==> config.mk <==
export PLATFORM = sky130hd
export DESIGN_NAME = hbc_break_match
export DESIGN_NICKNAME = d
export VERILOG_FILES = /design/src/hw/hbc_pkg.sv /design/src/hw/hbc_break_match.sv
export SDC_FILE = /design/constraint.sdc
export NUM_CORES = 1
export LEC_CHECK = 0
export CORE_AREA = 2 2 182 184
export DETAILED_ROUTE_END_ITERATION = 7
export DIE_AREA = 0 0 184 186
export DONT_BUFFER_PORTS = 1
export GPL_TIMING_DRIVEN = 0
export PLACE_DENSITY = 0.3
export SYNTH_ARGS = -nofsm -noshare
export SYNTH_HDL_FRONTEND = slang
export SYNTH_SLANG_ARGS = --single-unit
==> constraint.sdc <==
create_clock -name clk -period 2.8 [get_ports clk]
set_clock_uncertainty 0.15 [all_clocks]
set_input_delay 0.56 -clock clk [delete_from_list [all_inputs] [get_ports clk]]
set_output_delay 0.56 -clock clk [all_outputs]
set_load 0.03 [all_outputs]
==> src/hw/hbc_pkg.sv <==
// package for the hardware break condition comparator
package hbc_pkg;
  localparam int ADDR_W   = 32;
  localparam int DATA_W   = 32;
  localparam int ADDRESS_SPACE_IDENT_W   = 8;
  localparam int CNT_W    = 12;
  localparam logic [CNT_W-1:0] CNT_RESET = 12'h001;
  localparam logic [ADDRESS_SPACE_IDENT_W-1:0] ADDRESS_SPACE_IDENT_RESET = 8'h00;
  localparam logic [CNT_W-1:0] CNT_ONE   = 12'h001;
  localparam logic [CNT_W-1:0] CNT_ZERO  = 12'h000;
  localparam logic [ADDR_W-1:0] IO_BASE_RESET = 32'hFF000000;
  localparam logic [ADDR_W-1:0] IO_MASK_RESET = 32'hFF000000;
  localparam logic [ADDR_W-1:0] ADDR_ZERO = 32'h00000000;
  localparam logic [DATA_W-1:0] DATA_ZERO = 32'h00000000;
  // access size selection
  typedef enum logic [1:0] {HBC_SZ_BYTE, HBC_SZ_WORD, HBC_SZ_LONG} hbc_size_t;
  // data bus selection
  typedef enum logic [1:0] {HBC_BUS_MAIN, HBC_BUS_X, HBC_BUS_Y} hbc_dbus_t;
  // bus state qualifier
  typedef enum logic [1:0] {HBC_BS_ALL, HBC_BS_CPU, HBC_BS_DMA} hbc_bstate_t;
  // direction qualifier
  typedef enum logic [1:0] {HBC_RW_ANY, HBC_RW_READ, HBC_RW_WRITE} hbc_dir_t;
endpackage

==> src/hw/hbc_break_match.sv <==
// hardware break condition comparator, three channels
`timescale 1ns/1ns
module hbc_break_match #(
  parameter bit HAS_MMU = 1'b1                        // identifier compare present
) (
  input  wire logic                       clk,                  // core clock
  input  wire logic                       rst_n,                // async reset, low
  // observed bus cycle
  input  wire logic                       cyc_valid,            // bus cycle this clock
  input  wire logic [hbc_pkg::ADDR_W-1:0] cyc_addr,             // cycle address
  input  wire logic [hbc_pkg::DATA_W-1:0] cyc_data,             // main data bus
  input  wire logic [hbc_pkg::DATA_W-1:0] cyc_xdata,            // X memory data bus
  input  wire logic                       cyc_xvalid,           // X bus cycle
  input  wire logic [hbc_pkg::DATA_W-1:0] cyc_ydata,            // Y memory data bus
  input  wire logic                       cyc_yvalid,           // Y bus cycle
  input  wire logic [1:0]                 cyc_size,             // 0 byte 1 word 2 long
  input  wire logic                       cyc_write,            // 1 write, 0 read
  input  wire logic                       cyc_dma,              // 1 DMA, 0 CPU
  input  wire logic [hbc_pkg::ADDRESS_SPACE_IDENT_W-1:0] address_space_ident,  // current identifier
  input  wire logic                       tlb_load_instruction, // instruction completed
  // internal I/O area window
  input  wire logic [hbc_pkg::ADDR_W-1:0] io_base,              // I/O area base
  input  wire logic [hbc_pkg::ADDR_W-1:0] io_mask,              // I/O area decode mask
  // channel 1 setup
  input  wire logic                       c1_addr_dc,           // address don't-care
  input  wire logic [hbc_pkg::ADDR_W-1:0] c1_addr,              // address value
  input  wire logic [hbc_pkg::ADDR_W-1:0] c1_addr_mask,         // 1 = bit ignored
  input  wire logic                       c1_data_dc,           // data don't-care
  input  wire logic [hbc_pkg::DATA_W-1:0] c1_data,              // data value
  input  wire logic                       c1_dmask_en,          // user data mask on
  input  wire logic [hbc_pkg::DATA_W-1:0] c1_data_mask,         // 1 = bit ignored
  input  wire logic [1:0]                 c1_size,              // size select
  input  wire logic [1:0]                 c1_dbus,              // data bus select
  input  wire logic                       c1_address_space_ident_dc,           // identifier don't-care
  input  wire logic [hbc_pkg::ADDRESS_SPACE_IDENT_W-1:0] c1_address_space_ident,              // identifier value
  input  wire logic [1:0]                 c1_bstate,            // bus state select
  input  wire logic [1:0]                 c1_dir,               // direction select
  input  wire logic                       c1_cnt_dc,            // count don't-care
  input  wire logic [hbc_pkg::CNT_W-1:0]  c1_count,             // satisfaction count
  input  wire logic                       c1_cnt_load,          // restart count, pulse
  // channel 2 setup
  input  wire logic                       c2_addr_dc,           // address don't-care
  input  wire logic [hbc_pkg::ADDR_W-1:0] c2_addr,              // address value
  input  wire logic [hbc_pkg::ADDR_W-1:0] c2_addr_mask,         // 1 = bit ignored
  input  wire logic                       c2_address_space_ident_dc,           // identifier don't-care
  input  wire logic [hbc_pkg::ADDRESS_SPACE_IDENT_W-1:0] c2_address_space_ident,              // identifier value
  input  wire logic [1:0]                 c2_bstate,            // bus state select
  input  wire logic [1:0]                 c2_dir,               // direction select
  // channel 3 setup
  input  wire logic                       c3_tlb_en,            // break on tlb load
  input  wire logic                       c3_io_en,             // break on I/O access
  input  wire logic                       c3_io_wr_only,        // I/O writes only
  // results
  output logic                            break_req,            // one-cycle pulse
  output logic [2:0]                      break_chan,           // channels hit, with pulse
  output logic [hbc_pkg::CNT_W-1:0]       c1_remaining          // matches still needed
);

  logic                       brk_q, brk_d;
  logic [2:0]                 chan_q, chan_d;
  logic [hbc_pkg::CNT_W-1:0]  cnt_q, cnt_d;
  logic                       dmatch, m1, m2, m3, hit1;
  logic [1:0]                 base_ok;              // channels 1 and 2 only: address, identifier, state, direction
  logic [hbc_pkg::DATA_W-1:0] dsel, dmask;
  logic                       dvalid;

  // bus state and direction qualifier shared by channels 1 and 2
  // bus state code 3 and direction code 3 match nothing
  function automatic logic cyc_qual(input logic [1:0] bs, input logic [1:0] dir,
                                    input logic dma, input logic wr);
    logic ok_bs;
    logic ok_dir;
    ok_bs  = (bs == hbc_pkg::HBC_BS_ALL) || (bs == hbc_pkg::HBC_BS_CPU && !dma) ||
             (bs == hbc_pkg::HBC_BS_DMA && dma);
    ok_dir = (dir == hbc_pkg::HBC_RW_ANY) || (dir == hbc_pkg::HBC_RW_READ && !wr) ||
             (dir == hbc_pkg::HBC_RW_WRITE && wr);
    return ok_bs && ok_dir;
  endfunction

  // masked address compare, mask bit one ignores that bit
  function automatic logic addr_ok(input logic dc, input logic [hbc_pkg::ADDR_W-1:0] a,
                                   input logic [hbc_pkg::ADDR_W-1:0] v,
                                   input logic [hbc_pkg::ADDR_W-1:0] m);
    return dc || (((a ^ v) & ~m) == hbc_pkg::ADDR_ZERO);
  endfunction

  // identifier compare; compiled away when no memory management unit
  function automatic logic address_space_ident_ok(input logic dc, input logic [hbc_pkg::ADDRESS_SPACE_IDENT_W-1:0] a,
                                   input logic [hbc_pkg::ADDRESS_SPACE_IDENT_W-1:0] v);
    return !HAS_MMU || dc || (a == v);
  endfunction

  // channels 1 and 2 share the address, identifier, state and direction compare;
  // one loop keeps the two copies identical
  // channel 3 has no identifier or state compare and decodes address and write its own way, so it stays outside the loop
  generate
    for (genvar g = 0; g < 2; g++) begin : g_chan
      logic                       a_dc;   // address don't-care
      logic [hbc_pkg::ADDR_W-1:0] a_val;  // address value
      logic [hbc_pkg::ADDR_W-1:0] a_msk;  // address mask
      logic                       s_dc;   // identifier don't-care
      logic [hbc_pkg::ADDRESS_SPACE_IDENT_W-1:0] s_val;  // identifier value
      logic [1:0]                 bs;     // bus state select
      logic [1:0]                 dir;    // direction select
      logic                       q_ok;   // state and direction pass
      logic                       a_ok;   // address passes
      logic                       s_ok;   // identifier passes
      // pick this channel's setup
      assign a_dc  = (g == 0) ? c1_addr_dc   : c2_addr_dc;
      assign a_val = (g == 0) ? c1_addr      : c2_addr;
      assign a_msk = (g == 0) ? c1_addr_mask : c2_addr_mask;
      assign s_dc  = (g == 0) ? c1_address_space_ident_dc   : c2_address_space_ident_dc;
      assign s_val = (g == 0) ? c1_address_space_ident      : c2_address_space_ident;
      assign bs    = (g == 0) ? c1_bstate    : c2_bstate;
      assign dir   = (g == 0) ? c1_dir       : c2_dir;
      // a qualifier set to don't-care passes
      assign q_ok       = cyc_qual(bs, dir, cyc_dma, cyc_write);
      assign a_ok       = addr_ok(a_dc, cyc_addr, a_val, a_msk);
      assign s_ok       = address_space_ident_ok(s_dc, address_space_ident, s_val);
      assign base_ok[g] = q_ok && a_ok && s_ok;
    end
  endgenerate

  // channel match terms
  // the selected data bus brings its own strobe, so an X or Y cycle can be
  // judged even when the main bus is idle
  always_comb begin
    dvalid = cyc_valid;
    dsel   = cyc_data;
    if (c1_dbus == hbc_pkg::HBC_BUS_X) begin
      dvalid = cyc_xvalid;
      dsel   = cyc_xdata;
    end else if (c1_dbus == hbc_pkg::HBC_BUS_Y) begin
      dvalid = cyc_yvalid;
      dsel   = cyc_ydata;
    end
    dmask  = c1_dmask_en ? c1_data_mask : hbc_pkg::DATA_ZERO;
    // size and value only for channel 1; the other channels never see data
    dmatch = c1_data_dc ||
             (dvalid && (cyc_size == c1_size) &&
              (((dsel ^ c1_data) & ~dmask) == hbc_pkg::DATA_ZERO));
    // with data compared, X/Y data cycles qualify channel 1 even without a main bus cycle
    m1 = (cyc_valid || (!c1_data_dc && dvalid)) &&
         dmatch && base_ok[0];
    m2 = cyc_valid &&
         base_ok[1];
    // channel 3 ignores data, identifier, state and count; only its I/O term decodes the address against io_base and io_mask
    m3 = (c3_tlb_en && tlb_load_instruction) ||
         (c3_io_en && cyc_valid && (!c3_io_wr_only || cyc_write) &&
          (((cyc_addr ^ io_base) & io_mask) == hbc_pkg::ADDR_ZERO));
  end

  // satisfaction counter; counts down so remaining matches are visible
  // a load pulse wins over a match in the same cycle: that match is dropped,
  // so software should load only while the channel is quiet
  // a programmed count of zero behaves like one, since the compare is <= one
  // the reload keeps a long count armed for the next run without software
  // hit1 is the final channel 1 result, after the count
  always_comb begin
    cnt_d = cnt_q;
    hit1  = 1'b0;
    if (c1_cnt_load) begin
      cnt_d = c1_count;
    end else if (m1) begin
      if (c1_cnt_dc) begin
        hit1 = 1'b1;
      end else if (cnt_q <= hbc_pkg::CNT_ONE) begin
        hit1  = 1'b1;
        cnt_d = c1_count; // rearm so the next run needs the full count again
      end else begin
        cnt_d = cnt_q - hbc_pkg::CNT_ONE;
      end
    end
  end

  // break pulse: registered, so it lags the matching cycle by one clock
  // back-to-back matches give back-to-back pulses; the debug side must not
  // expect a gap between two requests
  // flags of all channels that hit in the same cycle show together
  always_comb begin
    chan_d = {m3, m2, hit1};
    brk_d  = |chan_d;
  end

  // state registers
  // only the counter, the pulse and the channel flags are state; every
  // compare above is combinational on the observed cycle
  always_ff @(posedge clk or negedge rst_n) begin
    if (!rst_n) begin
      cnt_q  <= hbc_pkg::CNT_RESET;
      brk_q  <= 1'b0;
      chan_q <= 3'h0;
    end else begin
      cnt_q  <= cnt_d;
      brk_q  <= brk_d;
      chan_q <= chan_d;
    end
  end

  // outputs straight from the registers
  assign break_req    = brk_q;
  assign break_chan   = chan_q;
  assign c1_remaining = cnt_q;

endmodule

==> Word level (Yosys, flattened, before mapping) <==
Index checks and enable logic that the tools add are counted.
{ "word_totals": {"mem_bits_rw": 0, "latchBits": 0, "register_bits": 16, "in_bits": 453, "romBits": 0, "memories": 0} }
{ "classes": {"magnitude_cmp": 1, "n_bitwise": 11, "n_eq_ne": 14, "mul": 0, "n_div": 0, "n_reduce_logical": 55, "shift": 0, "mux": 13, "add_sub_neg": 1} }
{ "ops": {"columns": ["operator", "count"], "rows": [
  ["$and 32x32->32", 4],
  ["$logic_not 32->1", 4],
  ["$xor 32x32->32", 4],
  ["$mux 32", 3],
  ["$not 32->32", 3],
  ["$mux 12", 4],
  ["$logic_and 1x1->1", 24],
  ["$eq 8x8->1", 2],
  ["$logic_or 1x1->1", 16],
  ["$le 12x1->1 const B", 1],
  ["$sub 12x1->12 const B", 1],
  ["$eq 2x1->1 const B", 5],
  ["$eq 2x2->1 const B", 5],
  ["$logic_not 2->1", 4],
  ["$mux 1", 6],
  ["$logic_not 1->1", 4],
  ["$reduce_or 3->1", 1],
  ["$eq 2x2->1", 1],
  ["$ne 2x1->1 const B", 1],
  ["$reduce_and 2->1", 1],
  ["$reduce_bool 2->1", 1]
]} }

==> Depth between registers and ports, before layout <==
Gate-level depths: netlist of run 1.
{ "depth": {"ltp_word": 13, "mapped_depth": 14, "depth_no_buf": 10} }

==> Least setup slack after synthesis of run 1 <==
OpenSTA, ideal clock, no wires.
{ "synth_timing": {"path_type": "in2reg", "startpoint": "input port c1_dbus[1]", "endpoint": "register cnt_q (netlist bit c1_remaining[6])", "stages": 12, "setup_ns": 0.120, "required_time_ns": 2.530, "arrival_time_ns": 2.981, "n_path_buf": 3, "slack_ns": -0.451, "path_cell_list": "buf_6 > buf_2 > buf_2 > mux2i_1 > xnor2_1 > a211oi_1 > o2111ai_1 > o22ai_1 > a41o_2 > nand2_2 > or4_1 > a31o_1"} }
{ "synth_between": {"elab_chain_cells": 12, "word_cells_on_any_way": 18} }
{ "synth_lines": {"columns": ["item", "line", "text"], "rows": [
  ["start, declared", "hbc_break_match.sv:33", "input wire logic [1:0] c1_dbus,"],
  ["$eq 2x2->1", "hbc_break_match.sv:133", "end else if (c1_dbus == hbc_pkg::HBC_BUS_Y) begin"],
  ["$mux 32", "hbc_break_match.sv:133", null],
  ["$mux 32", "hbc_break_match.sv:130", "if (c1_dbus == hbc_pkg::HBC_BUS_X) begin"],
  ["$xor 32x32->32", "hbc_break_match.sv:141", "(((dsel ^ c1_data) & ~dmask) == hbc_pkg::DATA_ZERO));"],
  ["$and 32x32->32", "hbc_break_match.sv:141", null],
  ["$logic_not 32->1", "hbc_break_match.sv:141", null],
  ["$logic_and 1x1->1", "hbc_break_match.sv:140", "(dvalid && (cyc_size == c1_size) &&"],
  ["$logic_or 1x1->1", "hbc_break_match.sv:139", "dmatch = c1_data_dc ||"],
  ["$logic_and 1x1->1 (*)", "hbc_break_match.sv:143", "m1 = (cyc_valid || (!c1_data_dc && dvalid)) &&"],
  ["$logic_and 1x1->1 (*)", "hbc_break_match.sv:144", "dmatch && base_ok[0];"],
  ["$reduce_bool 2->1 (no source line) (*)", null, null],
  ["$reduce_and 2->1 (no source line) (*)", null, null],
  ["end signal, assigned", "hbc_break_match.sv:190", "cnt_q <= hbc_pkg::CNT_RESET;"],
  ["end signal, assigned", "hbc_break_match.sv:194", "cnt_q <= cnt_d;"],
  ["end, declared", "hbc_break_match.sv:61", "logic [hbc_pkg::CNT_W-1:0] cnt_q, cnt_d;"]
]} }
Every way passes the cells marked *; elsewhere a longest branch is shown, timed or not.
A chain may end at the register's enable or synchronous reset.

==> Worst setup path after layout of run 1 <==
Ends and elaborated chain as after synthesis.

==> Implementation_results.wiki, run 1 <==
{| class="wikitable"
! Metric !! Value
|-
| Hold Crit Class || input port to flop
|-
| Layout Area Growth over Synthesis || 28.2%
|-
| Antenna violations before repair || 2
|-
| DIE HEIGHT || between 150 and 200 microns
|-
| Slowest Stage Delay on Critical Path || approximately 400 ps
|-
| Measured slew at the worst slew-check pin || 827 ps
|-
| Instance count after placement with tap cells included || ~970
|-
| Largest net degree at the start of global routing || 17
|-
| Post-synthesis instance total || between 500 and 600
|-
| Hold Fails Final Rpt || 0
|-
| Post-route clock period utilization || 116%
|-
| Number of warnings reported in the yosys synthesis log || 0
|-
| Number of gates on the worst path with buffers counted || 14
|-
| Flip-flop and latch count after synthesis || 16
|-
| Sort of element at the start of the critical path || input port
|-
| Count of nets left with antenna violations after detail routing || 0
|-
| Leading register cell type out of synthesis || sky130_fd_sc_hd__dfrtp_1
|-
| Area of the core region || 32200 sq um
|-
| Netlist Area Pre-Place || around 4500 sq um
|-
| Root Buffer || sky130_fd_sc_hd__clkbuf_16
|-
| Outcome || finished, violations left
|-
| Die Footprint || 34200 sq um
|-
| Worst max-slew margin expressed relative to the limit || between 40% and 50%
|-
| Combinational cell fraction of total power || a little under three fifths
|-
| Clock latency on the worst-skew pair || 250 ps
|-
| Fin. max-slew vios || 0
|-
| Worst-path cell with the longest stage delay || sky130_fd_sc_hd__or4_1
|-
| Commonest cells after routing, fill and taps aside || sky130_fd_sc_hd__xnor2_1 (97), sky130_fd_sc_hd__xor2_1 (81), sky130_fd_sc_hd__mux2i_1 (75)
|-
| Unrepaired setup endpoints after global routing || yes
|-
| List of cells traversed by the critical path || buf_12 > buf_12 > buf_12 > buf_12 > mux2i_4 > xor2_2 > o22ai_2 > a211oi_2 > o2111ai_2 > o22ai_2 > a41o_4 > nand2_8 > or4_1 > a31o_1
|-
| Biggest area consumer among synthesized cells || sky130_fd_sc_hd__mux2i_1
|-
| Clock Pin Slew Worst Setup and Hold Paths || roughly 60 ps
|-
| Maximum Capacitance Violations || 0
|-
| Number of optimization iterations in the first detailed-route pass || 4
|-
| First-pass GRT wire length || 36.2 mm
|-
| Smallest setup slack after layout || -440 ps
|-
| Total grt overflow || 0
|-
| Top cells by area in the synthesized netlist || sky130_fd_sc_hd__mux2i_1 (19%), sky130_fd_sc_hd__xnor2_1 (19%), sky130_fd_sc_hd__xor2_1 (16%)
|-
| Critical path buffer and inverter count || 4
|-
| Routed length per placed instance || about 28 microns
|-
| Violated checks || negative setup slack
|-
| GR Util All Layers || around 15%
|-
| Max H-tree Level || 1
|-
| VDD IR max || between 200 and 250 uV
|-
| Worst setup slack after placement || -1090 ps
|-
| Number of core rows || 66
|-
| Share of the synthesized area in the top cell type || 19.4%
|-
| Number of global-route vias before repair || 5090
|-
| Sequential fraction of the synthesis area || 8.83%
|-
| Data required time of the critical path || 2790 ps
|-
| Element type at the critical path end || flop
|-
| Count of input and output buffers || 0
|-
| Int Power || between 0.8 and 0.9 mW
|-
| Cts bufs inserted || 3
|-
| Startpoint of the most critical setup path || c1_dbus[1]
|-
| RD Place Congestion || 0.868
|-
| Net switching power of the design || 0.620 mW
|-
| Critical Path End || c1_remaining[6]$_DFFE_PN0P_
|-
| Total detailed-routing wirelength || 28.1 mm
|-
| Number of standard cells in the final layout excluding fillers || 1002
|-
| Vias post-DR || 4757
|-
| Post-synth EDFFs || 0
|-
| Layout net count || around 1000
|-
| Critical Path AT || 3230 ps
|-
| Setup violations, final || 14
|-
| Critical path's top delay family || compound AO/OA/AOI/OAI gates
|-
| Post-synthesis cell type count || 58
|-
| Highest net fanout along the worst path || 7
|-
| Average cell area after synthesis || 8.10 sq um
|-
| Start-to-end type of the worst setup path || input port to flop
|-
| IO Pins || between 400 and 500
|-
| Proportion of layout cells with a drive suffix above 1 || 15.2%
|-
| Power per Cell Area || 261 nW/um^2
|-
| Most common cell after layout, fill and taps aside || sky130_fd_sc_hd__xnor2_1
|-
| Die span in x || approximately 180 microns
|-
| Sequential share of power || 22.2%
|-
| Lkg Pwr || 2.12 nW
|-
| Final critical delay including setup and external delays || 3240 ps
|-
| Fraction of power consumed by the clock network || 21.2%
|-
| Switching share of power || 40.8%
|-
| Number of DRC violations after detailed-routing iteration 0 || 171
|-
| Cell repeated most along the worst path || sky130_fd_sc_hd__buf_12
|-
| Half-perimeter wire length after placement || 25.1 mm
|-
| Async set-reset flop share out of synthesis || 100%
|-
| Max Buffers Root-to-Sink || 2
|-
| Number of clock sinks || 16
|-
| FF-to-FF setup slack || -40 ps
|-
| Highest attainable clock frequency || ~0.31 GHz
|-
| Worst flop-to-flop path endpoint || c1_remaining[8]$_DFFE_PN0P_
|-
| Initial core utilization || around 14%
|-
| Net count after synthesis || 1016
|-
| Avg Vias per Cell || 4.75
|-
| Number of cells traversed by the worst register-to-register path || 6
|-
| TritonCTS clock tree || done
|-
| Residual DRC || 0
|-
| Launch instance of the worst register-to-register path || c1_remaining[5]$_DFFE_PN0P_
|}
-- cell usage after synthesis (3+ instances only) --
library cell,instances
sky130_fd_sc_hd__xnor2_1,98
sky130_fd_sc_hd__mux2i_1,88
sky130_fd_sc_hd__xor2_1,82
sky130_fd_sc_hd__o22ai_1,41
sky130_fd_sc_hd__nand2_1,25
sky130_fd_sc_hd__nor2_1,22
sky130_fd_sc_hd__a21oi_1,19
sky130_fd_sc_hd__nor4_1,17
sky130_fd_sc_hd__nor3_1,16
sky130_fd_sc_hd__a22oi_1,15
sky130_fd_sc_hd__dfrtp_1,15
sky130_fd_sc_hd__nand4_1,10
sky130_fd_sc_hd__inv_1,9
sky130_fd_sc_hd__clkbuf_1,8
sky130_fd_sc_hd__buf_2,6
sky130_fd_sc_hd__nand3_1,6
sky130_fd_sc_hd__o21ai_0,6
sky130_fd_sc_hd__a211oi_1,5
sky130_fd_sc_hd__o31ai_1,5
sky130_fd_sc_hd__or3_1,5
sky130_fd_sc_hd__buf_6,4
sky130_fd_sc_hd__o2111a_1,4
sky130_fd_sc_hd__a222oi_1,3
sky130_fd_sc_hd__a2bb2oi_1,3
sky130_fd_sc_hd__o2111ai_1,3
sky130_fd_sc_hd__o21ai_1,3
-- kinds of logic after synthesis --
family / share of synthesized area (%)
AO/OA/AOI/OAI: 20.0
XOR/XNOR: 34.7
adder cells (fa/ha/maj): 0.550
buffers and inverters: 3.38
flip-flops: 8.83
multiplexers: 19.4
AND/OR/NAND/NOR: 13.2
-- worst min-delay path by stage --
stage | startpoint | to | slack, ps | cells after the start
after floorplan | rst_n | break_chan[0]$_DFF_PN0_ | 110 | 0
after CTS | c1_count[10] | c1_remaining[10]$_DFFE_PN0P_ | 280 | 1
after global placement | rst_n | c1_remaining[2]$_DFFE_PN0P_ | 110 | 0
after global routing | c1_count[10] | c1_remaining[10]$_DFFE_PN0P_ | 270 | 1
after detailed placement | rst_n | c1_remaining[2]$_DFFE_PN0P_ | 110 | 0
final | c1_count[10] | c1_remaining[10]$_DFFE_PN0P_ | 270 | 1
-- flip-flops by register name, summed over array words and instances, names as in the netlist --
name / count
c1_remaining: 12
break_req: 1
break_chan: 3
-- worst register-to-register path: cells and delay by family, from the launching register on --
kind	cells	cell delay, ps
flip-flops	1	550
AO/OA/AOI/OAI	4	1040
AND/OR/NAND/NOR	1	630
buffers and inverters	1	380
-- repair_timing --
action,in CTS,in global routing
gates resized for setup,44,35
cloned,1,1
hold buffers,1,0
endpoints found under the hold margin,16,0
pin swaps,22,9
setup buffers,16,9
endpoints found under the setup margin,14,14
-- per-layer routing --
layer	vias up	GRT usage, %	part of all wire, %
li1	2176	-	-
met1	2244	15.8	36
met2	295	29.6	53
met3	40	2.80	6.6
met4	2	5.86	3.8
met5	-	0	0.046
-- power groups by stage --
stage	Sequential [mW]	Combinational, mW	Clock, mW
detailed placement	0.342	0.767	0
global placement	0.343	0.769	0
CTS	0.337	0.843	0.335
global route	0.343	0.941	0.343
floorplan	0.326	0.570	0
finish	0.338	0.860	0.321
-- final cells by class --
type | count | area, sq um
Antenna cell | 1 | 2.50
Buffer | 19 | 223
Clock buffer | 4 | 88.8
Fill cell | 3653 | 26400
Inverter | 11 | 41.3
Multi-Input combinational cell | 515 | 4260
Sequential cell | 16 | 402
Tap cell | 408 | 510
Timing Repair Buffer | 28 | 298
-- metrics by stage --
step	TNS (ps)	total power [mW]	cell area [sq um]	hold slack [ps]	util (%)
after detailed placement	-13640	1.11	5090	115	15.8
after global routing	-6080	1.63	5830	274	18.1
after floorplan	-2510	0.895	4580	114	-
after global placement	-13340	1.11	5090	115	15.8
after CTS	-4090	1.52	5540	281	17.2
final	-4230	1.52	5830	272	18.1
Power figures use the tool's default switching activity.
==> inputs of run 2 (changes only) <==
==> constraint.sdc (replaced) <==
create_clock -name clk -period 2.6 [get_ports clk]
set_clock_uncertainty 0.15 [all_clocks]
set_input_delay 0.52 -clock clk [delete_from_list [all_inputs] [get_ports clk]]
set_output_delay 0.52 -clock clk [all_outputs]
set_load 0.03 [all_outputs]
==> Implementation_results.wiki, run 2 (synthesized netlist as in run 1, its figures left out) <==
{| class="wikitable"
! Metric !! Value
|-
| Worst-path cell with the longest stage delay || sky130_fd_sc_hd__or4_1
|-
| Final critical delay including setup and external delays || about 3000 ps
|-
| Critical path buffer and inverter count || 4 (unchanged)
|-
| Post-route clock period utilization || 119%
|-
| Highest net fanout along the worst path || 8 (+1)
|-
| Antenna violations before repair || 3 (+1)
|-
| Highest attainable clock frequency || 0.324 GHz
|-
| Switching share of power || 40.6% (-0.19 points)
|-
| Clock Pin Slew Worst Setup and Hold Paths || 60 ps (about the same)
|-
| Total detailed-routing wirelength || 27.4 mm (-2.4%)
|-
| Sort of element at the start of the critical path || input port
|-
| Clock latency on the worst-skew pair || 250 ps (about the same)
|-
| Unrepaired setup endpoints after global routing || yes
|-
| Post-detailed-placement cell area || 5150 sq um (+1.3%)
|-
| Lkg Pwr || 2.09 nW (-1.1%)
|-
| Cts bufs inserted || 3 (unchanged)
|-
| Violated checks || negative setup slack
|-
| Worst flop-to-flop path endpoint || c1_remaining[4]$_DFFE_PN0P_
|-
| Critical Path End || c1_remaining[6]$_DFFE_PN0P_
|-
| Count of fill cells added during filler insertion || 3668 (+0.41%)
|-
| First-pass GRT wire length || 35.5 mm (-1.9%)
|-
| Combinational cell fraction of total power || 55.8% (-0.8 points)
|-
| Net switching power of the design || 0.658 mW (+6.2%)
|-
| Number of cells traversed by the worst register-to-register path || 6 (unchanged)
|-
| Count of nets left with antenna violations after detail routing || 0 (unchanged)
|-
| Worst Hold Margin || 248 ps (-23.7 ps)
|-
| Fraction of power consumed by the clock network || 21.7% (+0.5 points)
|-
| Residual DRC || 0 (unchanged)
|-
| Number of clock sinks || 16 (unchanged)
|-
| RD Place Congestion || 0.905 (+4.2%)
|-
| Element type at the critical path end || flop
|-
| Measured slew at the worst slew-check pin || 840 ps (+12.5 ps)
|-
| DIE HEIGHT || 186 microns (unchanged)
|-
| Hold Fails Final Rpt || 0 (unchanged)
|-
| Startpoint of the lowest-slack hold path || c1_count[10]
|-
| Finished Cell Area || 5730 sq um (-1.7%)
|-
| Most common cell after layout, fill and taps aside || sky130_fd_sc_hd__xnor2_1
|-
| Half-perimeter wire length after placement || 24.6 mm (-2.2%)
|-
| List of cells traversed by the critical path || buf_12 > buf_12 > buf_12 > buf_12 > mux2i_1 > mux2i_1 > xnor2_1 > nand4_1 > nor3_2 > o2111a_1 > a41o_4 > nand2_4 > or4_1 > a31o_1
|-
| Int Power || 0.963 mW (+7.1%)
|-
| Vias post-DR || 4739 (-0.38%)
|-
| Number of DRC violations after detailed-routing iteration 0 || 173 (+1.2%)
|-
| VDD IR max || 210 uV (-0.25%)
|-
| Flip-flop count of the largest register after layout || 12 (unchanged)
|-
| Root Buffer || sky130_fd_sc_hd__clkbuf_16
|-
| GR Util All Layers || 14.7% (-0.42 points)
|-
| Max H-tree Level || 1 (unchanged)
|-
| Largest net degree at the start of global routing || 17 (unchanged)
|-
| Total grt overflow || 0 (unchanged)
|-
| Layout Area Growth over Synthesis || 26.0%
|-
| Setup violations, final || 14 (unchanged)
|-
| Number of gates on the worst path with buffers counted || 14 (unchanged)
|-
| Startpoint of the most critical setup path || c1_dbus[1]
|-
| Setup TNS || -5270 ps (-1040 ps)
|-
| Outcome || finished, violations left
|-
| IO Pins || 469 (unchanged)
|-
| Number of core rows || 66 (unchanged)
|-
| Commonest cells after routing, fill and taps aside || sky130_fd_sc_hd__xnor2_1 (97), sky130_fd_sc_hd__xor2_1 (81), sky130_fd_sc_hd__mux2i_1 (77)
|-
| Number of global-route vias before repair || 5030 (-1.2%)
|-
| Routed length per placed instance || 27.5 microns (-1.9%)
|-
| FF-to-FF setup slack || -120 ps (-80 ps)
|-
| Hold Crit Class || input port to flop
|-
| Max Buffers Root-to-Sink || 2 (unchanged)
|-
| Die span in x || 184 microns (unchanged)
|-
| Proportion of layout cells with a drive suffix above 1 || 13.8% (-1.4 points)
|-
| Layout net count || 1043 (-0.57%)
|-
| TritonCTS clock tree || done
|-
| Cell repeated most along the worst path || sky130_fd_sc_hd__buf_12
|-
| Critical Path AT || 3080 ps (-150 ps)
|-
| Initial core utilization || 14.1% (unchanged)
|-
| Sequential share of power || 22.5% (+0.3 points)
|-
| Area of the core region || 32200 sq um (unchanged)
|-
| Number of optimization iterations in the first detailed-route pass || 6 (+2)
|-
| Avg Vias per Cell || 4.75 (+0.12%)
|-
| Smallest setup slack after layout || -488 ps (-47.6 ps)
|-
| Die Footprint || 34200 sq um (unchanged)
|-
| Launch instance of the worst register-to-register path || c1_remaining[4]$_DFFE_PN0P_
|-
| Fin. max-slew vios || 0 (unchanged)
|-
| Maximum Capacitance Violations || 0 (unchanged)
|-
| Worst max-slew margin expressed relative to the limit || 43.5% (-1.2 points)
|-
| Power per Cell Area || 283 nW/um^2 (+8.5%)
|-
| Start-to-end type of the worst setup path || input port to flop
|-
| Data required time of the critical path || 2590 ps (-200 ps)
|-
| Critical path's top delay family || simple AND/OR/NAND/NOR gates
|-
| Slowest Stage Delay on Critical Path || 410 ps (about the same)
|-
| Count of input and output buffers || 0 (unchanged)
|}
==> run 2: cell types whose count changed in the layout (fill, tap and decap cells not counted), sizes merged <==
cell / before / now
buf: 37 / 31
diode: 1 / 2
==> run 2: per-stage QoR <==
| step | util, % | power (mW) | worst slack, ps | cells |
|---|---|---|---|---|
| 6_report | 17.8 | 1.62 | -488 | 997 |
| 5_1_grt | 17.8 | 1.73 | -625 | 997 |
| 4_1_cts | 17.6 | 1.64 | -515 | 994 |
| 3_5_place_dp | 16.0 | 1.20 | -1150 | 969 |
| 3_3_place_gp | 16.0 | 1.20 | -1140 | 969 |
| 2_1_floorplan | - | 0.977 | -465 | 561 |
==> run 2: cell type report <==
type / count / area, sq um / share of cell area (%)
inverters: 11 / 41.3 / 0.721
well taps: 408 / 510 / 8.91
plain buffers: 19 / 215 / 3.76
clock buffers: 4 / 88.8 / 1.55
diodes: 2 / 5.00 / 0.0873
repair buffers: 22 / 248 / 4.32
flip-flops and latches: 16 / 402 / 7.01
multi-input cells: 515 / 4220 / 73.6
==> run 2: per-layer routing <==
metal	track usage, %	vias to the layer above	routed length, microns
met5	0	-	0
met4	3.97	0	784
met3	2.43	30	1860
met2	29.7	292	15100
met1	15.4	2252	9700
li1	-	2165	-
==> run 2: repair_timing <==
| item | 4_1_cts | 5_1_grt |
|---|---|---|
| hold endpoints to repair | 16 | 0 |
| setup endpoints to repair | 14 | 14 |
| hold buffers | 1 | 0 |
| pin swaps | 14 | 6 |
| buffers inserted | 18 | 1 |
| resized for setup | 37 | 7 |
| cloned | 2 | 0 |
==> run 2: worst min-delay path by stage <==
stage / endpoint / cells past startpoint
4_1_cts: c1_remaining[10]$_DFFE_PN0P_ / 1
2_1_floorplan: break_chan[0]$_DFF_PN0_ / 0
3_3_place_gp: c1_remaining[4]$_DFFE_PN0P_ / 0
6_report: c1_remaining[10]$_DFFE_PN0P_ / 1
3_5_place_dp: c1_remaining[4]$_DFFE_PN0P_ / 0
5_1_grt: c1_remaining[10]$_DFFE_PN0P_ / 1
==> run 2: power groups by stage <==
| stage | registers [mW] | clock network [mW] | logic, mW |
|---|---|---|---|
| after floorplan | 0.351 | 0 | 0.627 |
| after global placement | 0.369 | 0 | 0.827 |
| after detailed placement | 0.369 | 0 | 0.826 |
| after CTS | 0.365 | 0.362 | 0.910 |
| after global routing | 0.371 | 0.369 | 0.989 |
| final | 0.365 | 0.352 | 0.904 |
==> inputs of run 3 (changes only) <==
--- a/config.mk
+++ b/config.mk
@@ -5,9 +5,10 @@
 export SDC_FILE = /design/constraint.sdc
 export NUM_CORES = 1
 export LEC_CHECK = 0
-export CORE_AREA = 2 2 182 184
+export ABC_AREA = 1
+export CORE_AREA = 2 2 183 185
 export DETAILED_ROUTE_END_ITERATION = 7
-export DIE_AREA = 0 0 184 186
+export DIE_AREA = 0 0 185 187
 export DONT_BUFFER_PORTS = 1
 export GPL_TIMING_DRIVEN = 0
 export PLACE_DENSITY = 0.3
==> Implementation_results.wiki, run 3 <==
{| class="wikitable"
! Metric !! Value
|-
| Measured slew at the worst slew-check pin || 854 ps (+14.6 ps)
|-
| Number of clock sinks || 16 (unchanged)
|-
| Residual DRC || 0 (unchanged)
|-
| Post-detailed-placement cell area || 5160 sq um (+0.27%)
|-
| Commonest cells after routing, fill and taps aside || sky130_fd_sc_hd__nand2_1 (271), sky130_fd_sc_hd__inv_1 (129), sky130_fd_sc_hd__nand3_1 (85)
|-
| Largest net degree at the start of global routing || 17 (unchanged)
|-
| Outcome || completed
|-
| Number of warnings reported in the yosys synthesis log || 0 (unchanged)
|-
| Power per Cell Area || 280 nW/um^2 (-1.2%)
|-
| Total power of the final layout || 1.57 mW (-3.3%)
|-
| Unrepaired setup endpoints after global routing || yes
|-
| Proportion of layout cells with a drive suffix above 1 || 10.6% (-3.2 points)
|-
| Flip-flop count of the largest register after layout || 12 (unchanged)
|-
| Netlist Area Pre-Place || 4600 sq um (+1.2%)
|-
| Root Buffer || sky130_fd_sc_hd__clkbuf_16
|-
| Count of input and output buffers || 0 (unchanged)
|-
| Hold Crit Class || input port to flop
|-
| Commonest cells in the synthesized netlist || sky130_fd_sc_hd__nand2_1 (283), sky130_fd_sc_hd__inv_1 (132), sky130_fd_sc_hd__nand3_1 (92)
|-
| Post-synthesis instance total || 866 (+54%)
|-
| Flip-flop and latch count after synthesis || 16 (unchanged)
|-
| Count of nets left with antenna violations after detail routing || 0 (unchanged)
|-
| Initial core utilization || 14.0% (-0.11 points)
|-
| Worst setup slack after placement || -706 ps (+440 ps)
|-
| Number of global-route vias before repair || 5690 (+13%)
|-
| Sort of element at the start of the critical path || input port
|-
| Antenna violations before repair || 4 (+1)
|-
| Share of the synthesized area in the top cell type || 23.1% (+3.7 points)
|-
| Max H-tree Level || 1 (unchanged)
|-
| IO Pins || 469 (unchanged)
|-
| VDD IR max || 178 uV (-15%)
|-
| Smallest setup slack after layout || 99.7 ps (+588 ps)
|-
| Worst max-slew margin expressed relative to the limit || 43.0% (-0.46 points)
|-
| Half-perimeter wire length after placement || 24.0 mm (-2.3%)
|-
| Layout Area Growth over Synthesis || 21.8%
|-
| Post-route core utilization || 17.1% (-0.73 points)
|-
| Post-route clock period utilization || 96.2% (-23 points)
|-
| Net count after synthesis || 1321 (+30%)
|-
| Area of the core region || 32900 sq um (+2.0%)
|-
| Number of DRC violations after detailed-routing iteration 0 || 143 (-17%)
|-
| Cts bufs inserted || 3 (unchanged)
|-
| Avg Vias per Cell || 4.17 (-12%)
|-
| Fin. max-slew vios || 0 (unchanged)
|-
| Vias post-DR || 5570 (+18%)
|-
| Count of fill cells added during filler insertion || 3915 (+6.7%)
|-
| Biggest area consumer among synthesized cells || sky130_fd_sc_hd__nand2_1
|-
| RD Place Congestion || 0.848 (-6.3%)
|-
| Die Footprint || 34600 sq um (+1.1%)
|-
| Sequential fraction of the synthesis area || 8.73% (-0.11 points)
|-
| Highest net fanout along the worst path || 5 (-3)
|-
| Clock latency on the worst-skew pair || 250 ps (about the same)
|-
| Total grt overflow || 0 (unchanged)
|-
| Launch instance of the worst register-to-register path || c1_remaining[0]$_DFFE_PN1P_
|-
| Startpoint of the lowest-slack hold path || cyc_valid
|-
| Instance count after placement with tap cells included || 1314 (+36%)
|-
| Finished Cell Area || 5610 sq um (-2.2%)
|-
| Post-synthesis cell type count || 44 (-24%)
|-
| Highest attainable clock frequency || 0.400 GHz (+24%)
|-
| Number of core rows || 67 (+1.5%)
|-
| Post-synth EDFFs || 0 (unchanged)
|-
| Data required time of the critical path || 2640 ps (+50 ps)
|-
| Final critical delay including setup and external delays || 2500 ps (-588 ps)
|-
| Most common cell after layout, fill and taps aside || sky130_fd_sc_hd__nand2_1
|-
| Critical Path AT || 2540 ps (-540 ps)
|-
| Startpoint of the most critical setup path || c1_dbus[1]
|-
| Number of standard cells in the final layout excluding fillers || 1335 (+34%)
|-
| Lkg Pwr || 2.66 nW (+27%)
|-
| Start-to-end type of the worst setup path || input port to flop
|-
| Setup violations, final || 0 (-14)
|-
| Async set-reset flop share out of synthesis || 100% (unchanged)
|-
| Top cells by area in the synthesized netlist || sky130_fd_sc_hd__nand2_1 (23%), sky130_fd_sc_hd__xnor2_1 (12%), sky130_fd_sc_hd__inv_1 (11%)
|-
| Maximum Capacitance Violations || 0 (unchanged)
|-
| GR Util All Layers || 14.6% (-0.088 points)
|-
| Hold Fails Final Rpt || 0 (unchanged)
|-
| TritonCTS clock tree || done
|-
| Average cell area after synthesis || 5.32 sq um (-34%)
|-
| Max Buffers Root-to-Sink || 2 (unchanged)
|-
| Die span in x || 185 microns (+0.54%)
|-
| Most repeated cell in the gate-level netlist after synthesis || sky130_fd_sc_hd__nand2_1
|-
| DIE HEIGHT || 187 microns (+0.54%)
|-
| Clock Pin Slew Worst Setup and Hold Paths || 50 ps (about the same)
|-
| Leading register cell type out of synthesis || sky130_fd_sc_hd__dfrtp_1
|-
| Element type at the critical path end || flop
|-
| Routed length per placed instance || 20.1 microns (-27%)
|-
| Layout net count || 1339 (+28%)
|-
| First-pass GRT wire length || 36.4 mm (+2.6%)
|-
| Number of optimization iterations in the first detailed-route pass || 4 (-2)
|-
| Total detailed-routing wirelength || 26.9 mm (-1.9%)
|}
-- run 3: cell count changes in the layout (fill, tap and decap cells not counted), sizes merged, moves of 18 or more --
cell,previous run,this run
mux2i,88,1
o21ai,9,33
xnor2,98,63
xor2,82,19
nand3,6,93
nand2,26,296
nor2,22,73
or2,0,18
inv,10,134
-- run 3: logic make-up (layout without fill, tap and decap cells) --
kind of cell             after synthesis  after routing  share of synthesized area (%)
AND/OR/NAND/NOR                      515            515                           48.8
AO/OA/AOI/OAI                         98             98                           12.7
multiplexers                           2              2                          0.462
flip-flops                            16             16                           8.73
adder cells (fa/ha/maj)                2              2                          0.544
other                                  0              4                              0
buffers and inverters                151            168                           13.2
XOR/XNOR                              82             82                           15.6
-- run 3: final timing paths --
check | end | slack, ps | depth (start not counted)
min | break_chan[1]$_DFF_PN0_ | 280 | 2
max | c1_remaining[4]$_DFFE_PN0P_ | 100 | 19
max reg2reg | c1_remaining[11]$_DFFE_PN0P_ | 170 | 10
min reg2reg | c1_remaining[0]$_DFFE_PN1P_ | 440 | 2
min in group asynchronous | c1_remaining[8]$_DFFE_PN0P_ | 670 | 1
max in group asynchronous | c1_remaining[5]$_DFFE_PN0P_ | 1100 | 1
-- run 3: layer usage --
| layer | global-route usage, % | wire length, microns |
|---|---|---|
| met1 | 15.4 | 9800 |
| met2 | 27.3 | 13600 |
| met3 | 4.24 | 2480 |
| met4 | 4.88 | 960 |
| met5 | 0 | 13 |
-- run 3: area by class of cell --
type	instances	area, sq um	share of cell area (%)
inverter	135	513	9.15
antenna	4	10.0	0.179
timing repair buffer	14	156	2.79
multi-input combinational	699	3740	66.7
clock buffer	4	88.8	1.58
sequential	16	402	7.16
tap	448	561	10.0
buffer	15	136	2.43
-- run 3: power by group --
part | internal [mW] | leakage, nW | switching (mW) | total, mW
registers | 0.280 | 0.200 | 0.116 | 0.396
clock network | 0.234 | 0.0442 | 0.108 | 0.342
logic | 0.361 | 2.42 | 0.468 | 0.829
-- run 3: stage by stage --
stage / TNS (ps) / hold WS, ps
final: 0 / 279
after global routing: -418 / 299
after CTS: -5.62 / 278
after detailed placement: -8790 / 74.9
after global placement: -9410 / 75.0
after floorplan: 0 / 74.4
-- run 3: worst max-delay path, cell delays in order --
cell and delay (ps):
sky130_fd_sc_hd__clkinvlp_4 130, sky130_fd_sc_hd__nor2_4 210, sky130_fd_sc_hd__buf_12 140, sky130_fd_sc_hd__buf_12 120, sky130_fd_sc_hd__nand2_1 100, sky130_fd_sc_hd__nand3_1 110
sky130_fd_sc_hd__nand3b_1 90, sky130_fd_sc_hd__nand3_1 90, sky130_fd_sc_hd__nand2_1 110, sky130_fd_sc_hd__nor2_2 120, sky130_fd_sc_hd__nand2_2 80, sky130_fd_sc_hd__nor2_4 120
sky130_fd_sc_hd__nand2_4 70, sky130_fd_sc_hd__nand2_4 80, sky130_fd_sc_hd__nand3_4 100, sky130_fd_sc_hd__nand2_4 120, sky130_fd_sc_hd__buf_8 130, sky130_fd_sc_hd__nand2_1 50
sky130_fd_sc_hd__nand2_1 50
-- run 3: repair_timing --
action | CTS | global route
hold endpoints to repair | 16 | 0
resized for setup | 37 | 33
hold buffers | 1 | 0
pin swaps | 9 | 17
setup buffers | 10 | 3
cloned | 2 | 0
endpoints found under the setup margin | 14 | 13
